**config.mk**
```make
export PLATFORM = sky130hd
export DESIGN_NAME = core_voltage_grade_select
export DESIGN_NICKNAME = d
export VERILOG_FILES = /design/src/grade_pkg.sv /design/src/core_voltage_grade_select.sv /design/src/pin_pair_mux.sv
export SDC_FILE = /design/constraint.sdc
export NUM_CORES = 1
export LEC_CHECK = 0
export ABC_CLOCK_PERIOD_IN_PS = 4080
export BUFFER_PORTS_ARGS = -buffer_cell sky130_fd_sc_hd__buf_2
export CORE_UTILIZATION = 25
export CTS_CLUSTER_DIAMETER = 120
export DETAILED_ROUTE_END_ITERATION = 12
export PLACE_DENSITY = 0.42
export RECOVER_POWER = 100
export SYNTH_ARGS = -nofsm -noshare
export SYNTH_HDL_FRONTEND = slang
export SYNTH_SLANG_ARGS = --single-unit
```
**constraint.sdc**
```tcl
create_clock -name sys_clk -period 4.08 [get_ports sys_clk]
set_input_delay 0.408 -clock sys_clk [delete_from_list [all_inputs] [get_ports sys_clk]]
set_output_delay 0.408 -clock sys_clk [all_outputs]
set_load 0.005 [all_outputs]
```
**src/grade_pkg.sv**
```systemverilog
// Package: constants and carriers for the core voltage grade select block
package grade_pkg;

  localparam int unsigned CLK_HZ          = 40_000_000;
  // Unsettled window after reset release, in microseconds
  localparam int unsigned UNSETTLED_US    = 62;
  localparam int unsigned UNSETTLED_CYC   = (UNSETTLED_US * (CLK_HZ / 1_000_000));
  localparam int unsigned CNT_W           = 12;

  localparam logic [1:0]  CODE_FULL_V     = 2'h0;
  localparam logic [1:0]  CODE_REDUCED_V  = 2'h3;
  localparam logic        GRADE_STRONG    = 1'h1;

  localparam int unsigned BOOT_CONFIG_REGISTER_EN_POS  = 0;
  localparam logic [7:0]  BOOT_CONFIG_REGISTER_RESET   = 8'h00;

  typedef enum logic [1:0] {
    ST_IDLE,
    ST_FETCH,
    ST_UNSETTLED,
    ST_HOLD
  } grade_state_t;

  // General-purpose drive request for the shared pin pair
  typedef struct packed {
    logic [1:0] out_val;
    logic [1:0] oe_n;
  } gpio_drive_t;

  // Pin-level result for the shared pair
  typedef struct packed {
    logic [1:0] out_val;
    logic [1:0] oe_n;
  } pin_drive_t;

endpackage : grade_pkg

```
**src/core_voltage_grade_select.sv**
```systemverilog
// Core voltage grade select: strap capture, grade fetch and select outputs
//
// Functional notes
// - Feature off unless strap enables it
// - Capture enable strap at reset release
// - Enabled: pins become select outputs only
// - Disabled: pins stay general-purpose I/O
// - Grade comes from fixed storage at boot
// - Present fetched grade after reset release
// - Code 00 full voltage, 11 reduced
// - Mirror driven code into read-only status
// - Outputs may be unsettled for 62 us
// - Both select pins carry identical values
`timescale 1ns/1ps
module core_voltage_grade_select #(
  parameter int unsigned SETTLE_CYC = grade_pkg::UNSETTLED_CYC
) (
  // Clock and reset
  input  wire logic                   sys_clk,
  input  wire logic                   nrst,
  // Strap and permanent grade storage
  input  wire logic                   voltage_adjust_enable_pin,
  input  wire logic                   grade_fuse,
  // General-purpose I/O requests for the shared pair
  input  wire grade_pkg::gpio_drive_t gpio_drv,
  input  wire logic [1:0]             shared_general_io_pair_in,
  // Shared pins
  output      logic [1:0]             shared_general_io_pair_out,
  output      logic [1:0]             shared_general_io_pair_oe_n,
  // Status
  output      logic [7:0]             boot_config_register,
  output      logic [1:0]             voltage_grade_readback,
  output      logic [1:0]             gpio_in_value,
  output      logic                   select_settled
);
  import grade_pkg::*;

  logic [1:0]        strap_sync_ff;
  logic              first_ff;
  logic              en_ff;
  logic [1:0]        code_ff;
  logic [1:0]        nxt_code;
  logic [CNT_W-1:0]  cnt_ff;
  logic [CNT_W-1:0]  nxt_cnt;
  logic [1:0]        gin_s1_ff;
  logic [1:0]        gin_s2_ff;
  logic              grade_s1_ff;
  logic              grade_s2_ff;
  grade_state_t      state_ff;
  grade_state_t      nxt_state;
  pin_drive_t        pin_drv;
  wire               cnt_done = (cnt_ff == CNT_W'(SETTLE_CYC - 1));
  wire  [1:0]        fetched  = (grade_s2_ff == GRADE_STRONG) ? CODE_REDUCED_V : CODE_FULL_V;

  // Strap synchroniser has no reset
  // It must keep sampling while reset is held, or the strap would read as zero at release.
  always_ff @(posedge sys_clk) begin
    strap_sync_ff <= {strap_sync_ff[0], voltage_adjust_enable_pin};
  end

  // Pin and grade synchronisers
  always_ff @(posedge sys_clk or negedge nrst) begin
    if (!nrst) begin
      gin_s1_ff     <= 2'h0;
      gin_s2_ff     <= 2'h0;
      grade_s1_ff   <= 1'h0;
      grade_s2_ff   <= 1'h0;
    end else begin
      gin_s1_ff     <= shared_general_io_pair_in;
      gin_s2_ff     <= gin_s1_ff;
      grade_s1_ff   <= grade_fuse;
      grade_s2_ff   <= grade_s1_ff;
    end
  end

  // Latch strap once
  // Caught on the first clock after release; a strap is static, so the synchroniser
  // delay costs nothing. clear until then, so pins stay general purpose.
  always_ff @(posedge sys_clk or negedge nrst) begin
    if (!nrst) begin
      first_ff <= 1'h1;
      en_ff    <= 1'h0;
    end else if (first_ff && state_ff == ST_IDLE) begin
      first_ff <= 1'h0;
      en_ff    <= strap_sync_ff[1];
    end
  end

  // Sequencer
  always_comb begin
    nxt_state = state_ff;
    nxt_code  = code_ff;
    nxt_cnt   = cnt_ff;
    case (state_ff)
      ST_IDLE: begin
        if (!first_ff && en_ff) begin
          nxt_state = ST_FETCH;
        end
      end
      ST_FETCH: begin
        nxt_state = ST_UNSETTLED;
        nxt_cnt   = '0;
      end
      ST_UNSETTLED: begin
        nxt_code = CODE_FULL_V;
        nxt_cnt  = cnt_ff + CNT_W'(1);
        if (cnt_done) begin
          nxt_state = ST_HOLD;
          nxt_code  = fetched;
        end
      end
      ST_HOLD: begin
        nxt_code = code_ff;
      end
      default: begin
        nxt_state = ST_IDLE;
      end
    endcase
  end

  always_ff @(posedge sys_clk or negedge nrst) begin
    if (!nrst) begin
      state_ff <= ST_IDLE;
      code_ff  <= CODE_FULL_V;
      cnt_ff   <= '0;
    end else begin
      state_ff <= nxt_state;
      code_ff  <= nxt_code;
      cnt_ff   <= nxt_cnt;
    end
  end

  pin_pair_mux u_mux (
    .sel_mode (en_ff),
    .gpio_drv (gpio_drv),
    .sel_code (code_ff),
    .pin_drv  (pin_drv)
  );

  // Registered outputs
  always_ff @(posedge sys_clk or negedge nrst) begin
    if (!nrst) begin
      shared_general_io_pair_out  <= 2'h0;
      shared_general_io_pair_oe_n <= 2'h3;
      boot_config_register        <= BOOT_CONFIG_REGISTER_RESET;
      voltage_grade_readback      <= CODE_FULL_V;
      gpio_in_value               <= 2'h0;
      select_settled              <= 1'h0;
    end else begin
      shared_general_io_pair_out  <= pin_drv.out_val;
      shared_general_io_pair_oe_n <= pin_drv.oe_n;
      boot_config_register        <= BOOT_CONFIG_REGISTER_RESET | (8'(en_ff) << BOOT_CONFIG_REGISTER_EN_POS);
      voltage_grade_readback      <= en_ff ? pin_drv.out_val : CODE_FULL_V;
      // GPIO input reads zero when the pair is dedicated
      gpio_in_value               <= en_ff ? 2'h0 : gin_s2_ff;
      select_settled              <= (state_ff == ST_HOLD);
    end
  end
endmodule : core_voltage_grade_select

```
**src/pin_pair_mux.sv**
```systemverilog
// Output selection for the shared general-purpose / voltage-select pin pair
`timescale 1ns/1ps
module pin_pair_mux (
  // Mode
  input  wire logic                  sel_mode,
  // Sources
  input  wire grade_pkg::gpio_drive_t gpio_drv,
  input  wire logic [1:0]            sel_code,
  // Result
  output      grade_pkg::pin_drive_t pin_drv
);
  import grade_pkg::*;

  // Select mode always drives both pins; output enable low means driving
  assign pin_drv.out_val = sel_mode ? sel_code : gpio_drv.out_val;
  assign pin_drv.oe_n    = sel_mode ? 2'h0 : gpio_drv.oe_n;

endmodule : pin_pair_mux

```
# Word-level counts from Yosys, hierarchy flattened
# Index checks and enable logic that the tools add are counted.
dict set report op_classes {
  n_addsub 1
  n_reduce_logical 7
  muxes 10
  n_eq_ne 6
}
# operator n
set op_table {}
lappend op_table {{$pmux W12 S2} 1}
lappend op_table {{$mux W2} 8}
lappend op_table {{$add A12 B1 Y12 const B} 1}
lappend op_table {{$eq A12 B12 Y1 const B} 1}
lappend op_table {{$pmux W2 S3} 1}
lappend op_table {{$eq A2 B2 Y1 const B} 2}
lappend op_table {{$reduce_and A3 Y1} 1}
lappend op_table {{$reduce_bool A3 Y1} 1}
lappend op_table {{$eq A2 B1 Y1 const B} 1}
lappend op_table {{$logic_and A1 B1 Y1} 2}
lappend op_table {{$logic_not A2 Y1} 1}
lappend op_table {{$ne A2 B1 Y1 const B} 1}
lappend op_table {{$ne A2 B2 Y1 const B} 1}
lappend op_table {{$reduce_bool A2 Y1} 1}
lappend op_table {{$logic_not A1 Y1} 1}
dict set report word_totals {
  ff_bits 36
  wordCells 40
  input_bits 10
  out_inout_bits 17
}

# Logic depth before layout (Yosys ltp)
dict set report depth {
  ltp_word 4
  depth_mapped 7
  ltp_nobuf 6
}

# Hierarchy
# From an unflattened synthesis, not the netlist that was laid out.
dict set report unflattened {
  hier_cells 125
  area_unflattened_um2 1478.9
}
# module area_each_um2 n_inst seq_area_each_um2 cells_per_inst
set by_module_without_submodules {}
lappend by_module_without_submodules {core_voltage_grade_select 1438.9 1 869.6 121}
lappend by_module_without_submodules {pin_pair_mux 40.0 1 0.0 4}

# Worst setup path before layout
# Ideal clock, no wire load.
dict set report synth_timing {
  path_type {register to register}
  from {register state_ff[1]}
  to {register cnt_ff[11]}
  path_stages_with_launch 7
  period_less_slack_ps 1611
  path_slack_ps 2469
  n_path_buf 0
  arrival_time_ps 1534
  required_ps 4002
  setup_time_ps 78
  cell_sequence {dfrtp_1 > inv_1 > ha_1 > and4_1 > nand3_1 > or3_1 > a21oi_1}
}
dict set report synth_via {
  elab_chain_len 2
  elab_cells_between_ends 4
  classes_between {eq/ne: 2; mux: 1; reduce/logical: 1}
}
# element line
set synth_rtl {}
lappend synth_rtl {{start: declaration} core_voltage_grade_select.sv:49} ;# grade_state_t state_ff;
lappend synth_rtl {{start signal: assignment} core_voltage_grade_select.sv:127} ;# state_ff <= nxt_state;
lappend synth_rtl {{$eq A2 B2 Y1 or $eq A2 B1 Y1 (tied branches)} core_voltage_grade_select.sv:94} ;# case (state_ff)
lappend synth_rtl {{$pmux W12 S2 or $reduce_bool A2 Y1 (tied branches)} --}
lappend synth_rtl {{end signal: assignment} core_voltage_grade_select.sv:129} ;# cnt_ff <= nxt_cnt;
lappend synth_rtl {{end: declaration} core_voltage_grade_select.sv:43} ;# logic [CNT_W-1:0] cnt_ff;
# Parallel ways exist; a longest one is shown, timed or not.
# A chain may end at the register's enable or synchronous reset.

# Worst setup path in the final report
dict set report layout_timing {
  from {register cnt_ff[1]}
  to {register state_ff[1]}
}
dict set report layout_via {
  elab_chain_len 3
}
# element line
set layout_rtl {}
lappend layout_rtl {{$eq A12 B12 Y1} core_voltage_grade_select.sv:52} ;# wire cnt_done = (cnt_ff == CNT_W'(SETTLE_CYC - 1));
lappend layout_rtl {{$ne A2 B2 Y1 (no source line)} --}
lappend layout_rtl {{$reduce_and A3 Y1 (no source line)} --}
# No other way between the ends.

==> out/results.txt <==
The run finished, with violations left. The final reports fail on capacitance limit, slew limit. The number of buffers inserted for hold repair after clock tree synthesis is 0, and the post-detailed-route count of antenna-violating nets is 0.

The part of the cycle the worst path needs is 49.2%, and the switching power total is 0.148 mW. The stage delay of the slowest cell on the critical path was 480 ps; the diode insertion count for antenna repair was 0. From bottom edge to top edge, the die measures 79.2 µm.

After layout, the minimum clock period comes to 2010 ps. Yosys printed 0 warnings. Reg-to-reg critical path endpoint: state_ff[1].

In the post-route analysis, the smallest setup slack over all paths is 2070 ps. The number of max-slew violations in the final report was 34. Startpoint type of the worst setup path: a register. The maximum vdd drop was 0.165 mV.

The iteration count of the initial detailed-routing pass came out at 3. The floorplan step defined a die boundary enclosing 6280 µm². The worst setup path is of the reg -> reg kind.

The tools report the largest clock skew in the final design as 2.28 ps. The cell with the most instances after synthesis is sky130_fd_sc_hd__dfrtp_1. Counting flops with an async set or reset pin after synthesis yields a share of 94.3%. Clock tree synthesis found a total of 35 sinks. The commonest cells after synthesis are 30 x sky130_fd_sc_hd__dfrtp_1, 12 x sky130_fd_sc_hd__inv_1, 8 x sky130_fd_sc_hd__o21ai_0, 7 x sky130_fd_sc_hd__buf_4, 7 x sky130_fd_sc_hd__nand2_1.

The depth of the CTS H-tree came out at 2. The congestion estimate from routability-driven global placement came to 0.696. Entering global routing, the biggest net connects 34 pins. In the final routing, the length of wire on met1 measures 1230 µm. The tools report the start point of the critical path as cnt_ff[1]. The number of buffers created by CTS was 5.

The data required time at the worst endpoint was 4260 ps. The number of nets in the finished design was 167. The pre-CTS setup slack was 2100 ps.

The routed wire length came out at 2560 µm. The setup slack on the worst flop-to-flop path was 2070 ps. Number of gates resized after CTS: 0. The depth of the worst register-to-register path works out to 5. Measured against its own limit, the worst slew margin works out to -18.4%.

CTS placed an instance of sky130_fd_sc_hd__clkbuf_8 at the clock tree root. Derived from the worst setup path, the maximum achievable clock frequency is 0.498 GHz. The number of max-cap violations was 1; the share of total power in the clock network was 46.2%. The post-CTS setup buffer count is 0. The logs give 27 for the row count and 5640 µm² for the core region area.

Ranked by total cell area, the synthesized netlist is headed by sky130_fd_sc_hd__dfrtp_1 50%, sky130_fd_sc_hd__dfstp_2 5.3%, sky130_fd_sc_hd__ha_1 4.2%. The die width came out at 79.2 µm. The fraction of power consumed by combinational cells is 2.5%.

The run gives 0.545 mW as the internal power summed over all cells. For the number of setup violations in the final report, the log shows 0. Counting flops with a built-in enable in the synthesized netlist gives 0.

Of the total power, the share spent switching nets is 21.3%. The min-delay analysis places its worst path in the category in -> reg. The leading register cell type out of synthesis is sky130_fd_sc_hd__dfrtp_1.

Input and output buffers added on the ports amount to 19. The signal on the critical path passes through ha_1 -> nand4_1 -> nor4b_1 -> o21ai_0 -> mux2_4. The capturing element of the worst setup path is state_ff[1]. In this run the deepest clock path goes through 2 buffers.

After global routing the overflow that remains totals 0. The global-route usage over all layers came out at 9.19%. The leakage power was 0.799 nW; the slew of the pin with the lowest slew margin was 1780 ps. The reg-to-reg startpoint was cnt_ff[1].

During I/O placement, the number of pins put on the boundary was 27. The top cell type by total area after synthesis is sky130_fd_sc_hd__dfrtp_1. TritonCTS built the clock tree. The highest layer touched by signal routing is met4. Flop and latch count out of synthesis: 35. The tools report the sum of negative setup slack as 0 ps.

The part of the Yosys area used for sequential elements came out at 58.3%. The largest fanout of any net on the critical path is 5. For this configuration, the core starts out at a cell density of 26.4%. For the number of violations reported at the end of detailed-routing iteration 0, the log shows 25. STA classifies the critical path endpoint as a register. Detailed routing placed a total of 91 µm of wire on met3.

After detailed routing, the number of vias per cell comes to 4.13. The top cell type by area accounts for 50.3% of the synthesized area. The clock reaches the later pin of the worst-skew pair after 290 ps. From synthesis to final layout, the design area changed by 15.3%.

Detailed routing placed a total of 1170 µm of wire on met2. Cell type of the slowest stage on the worst timing path: sky130_fd_sc_hd__nor4b_1. The post-route netlist has 20.9% of its cells at a drive strength greater than 1. The total power per unit cell area is 403 nW/µm². Data arrives at the worst endpoint at 2190 ps. The detailed router placed 929 vias in this run. Per report_power, the sequential group accounts for 51.3% of the total. The logs give 0 for the final hold violation count and 0 for the DRC violation count after routing. The tools report the via count of the first global-routing pass as 918. A synthesized cell averages 11.6 µm². The average routed wire per standard cell is 11.4 µm, and the total standard cell area after synthesis is 1490 µm². The CTS clock-pin slew for the worst setup and hold paths is 80 ps.

The distinct cell type count of the synthesized netlist was 36; the worst slack on hold paths was 214 ps. Setup repair after global routing left no endpoint under its margin. The wire-length estimate of the detail-placed layout is 1810 µm. The number of antenna violations at the first check in global routing is 0, and the worst hold path cell count is 1. The run gives 4290 µm as the global-route wire length before repair. The cell count after synthesis is 129.
routing by layer:
metal,up-vias,global-route usage (%)
met5,-,0
met4,0,5.45
met3,5,3.10
met2,17,14.7
met1,443,10.6
li1,464,-
critical path, delay by kind of cell, from the launching register on:
kind,cells,cell delay (ps)
and+or+nand+nor,2,680
AOI/OAI and AO/OA,1,250
DFF,1,400
muxes,1,340
adders and majority gates,1,230
power groups by stage:
stage | sequential (mW) | combinational (mW) | clock, mW
3_5_place_dp | 0.363 | 0.0182 | 0
6_report | 0.356 | 0.0171 | 0.320
3_3_place_gp | 0.362 | 0.0176 | 0
4_1_cts | 0.356 | 0.0182 | 0.331
2_1_floorplan | 0.363 | 0.00824 | 0
5_1_grt | 0.356 | 0.0196 | 0.345
placed cells by master (no fill, tap or decap), types with 3 or more instances in the layout:
| cell type | Yosys | routed |
|---|---|---|
| sky130_fd_sc_hd__xor2_1 | 3 | 3 |
| sky130_fd_sc_hd__conb_1 | 1 | 7 |
| sky130_fd_sc_hd__inv_1 | 12 | 12 |
| sky130_fd_sc_hd__nor2b_1 | 6 | 6 |
| sky130_fd_sc_hd__buf_2 | 0 | 17 |
| sky130_fd_sc_hd__a21oi_1 | 4 | 4 |
| sky130_fd_sc_hd__dfrtp_1 | 30 | 30 |
| sky130_fd_sc_hd__o21ai_0 | 8 | 9 |
| sky130_fd_sc_hd__clkbuf_8 | 0 | 5 |
| sky130_fd_sc_hd__nand3_1 | 6 | 6 |
| sky130_fd_sc_hd__dfstp_2 | 3 | 3 |
| sky130_fd_sc_hd__nor2_1 | 6 | 6 |
| sky130_fd_sc_hd__nand2_1 | 7 | 7 |
| sky130_fd_sc_hd__ha_1 | 5 | 5 |
| sky130_fd_sc_hd__nand4_1 | 3 | 4 |
cell families (layout without fill, tap and decap cells):
group | Yosys count | in the layout | share of synthesized area [%]
AOI/OAI and AO/OA | 17 | 17 | 7.05
xor gates and xnor gates | 5 | 5 | 2.94
adders and majority gates | 5 | 5 | 4.19
buffers and inverters | 21 | 39 | 7.05
DFF | 35 | 35 | 58.3
muxes | 3 | 3 | 2.43
other | 1 | 7 | 0.251
and+or+nand+nor | 42 | 42 | 17.8
per-stage QoR:
stage	area, µm²	instances	power [mW]	utilization (%)
after floorplan	1510	135	0.371	-
after global placement	1640	217	0.380	29.1
after detailed placement	1640	217	0.381	29.1
after CTS	1760	225	0.705	31.1
after global routing	1720	225	0.721	30.5
final	1720	225	0.693	30.5
area by class of cell:
type	instances	area (µm²)
Inverter	12	45.0
Fill cell	572	3920
Sequential cell	35	870
Timing Repair Buffer	19	92.6
Multi-Input combinational cell	79	505
Tap cell	72	90.1
Clock buffer	5	68.8
Clock inverter	3	47.5
registers in the layout (all words and copies together), names as in the netlist, 2 cells and up:
register and cells:
strap_sync_ff 2, shared_general_io_pair_oe_n 2, cnt_ff 12, state_ff 2
gpio_in_value 2, voltage_grade_readback 2, gin_s2_ff 2, gin_s1_ff 2
shared_general_io_pair_out 2
how the worst min path moves through the flow:
stage	startpoint	to	slack, ps
detailed placement	strap_sync_ff[0]	strap_sync_ff[1]	320
global route	shared_general_io_pair_in[1]	gin_s1_ff[1]	200
finish	voltage_adjust_enable_pin	strap_sync_ff[0]	210
floorplan	nrst	boot_config_register[0]	110
global placement	strap_sync_ff[0]	strap_sync_ff[1]	320
CTS	nrst	gin_s1_ff[0]	200
Power figures use the tool's default switching activity.
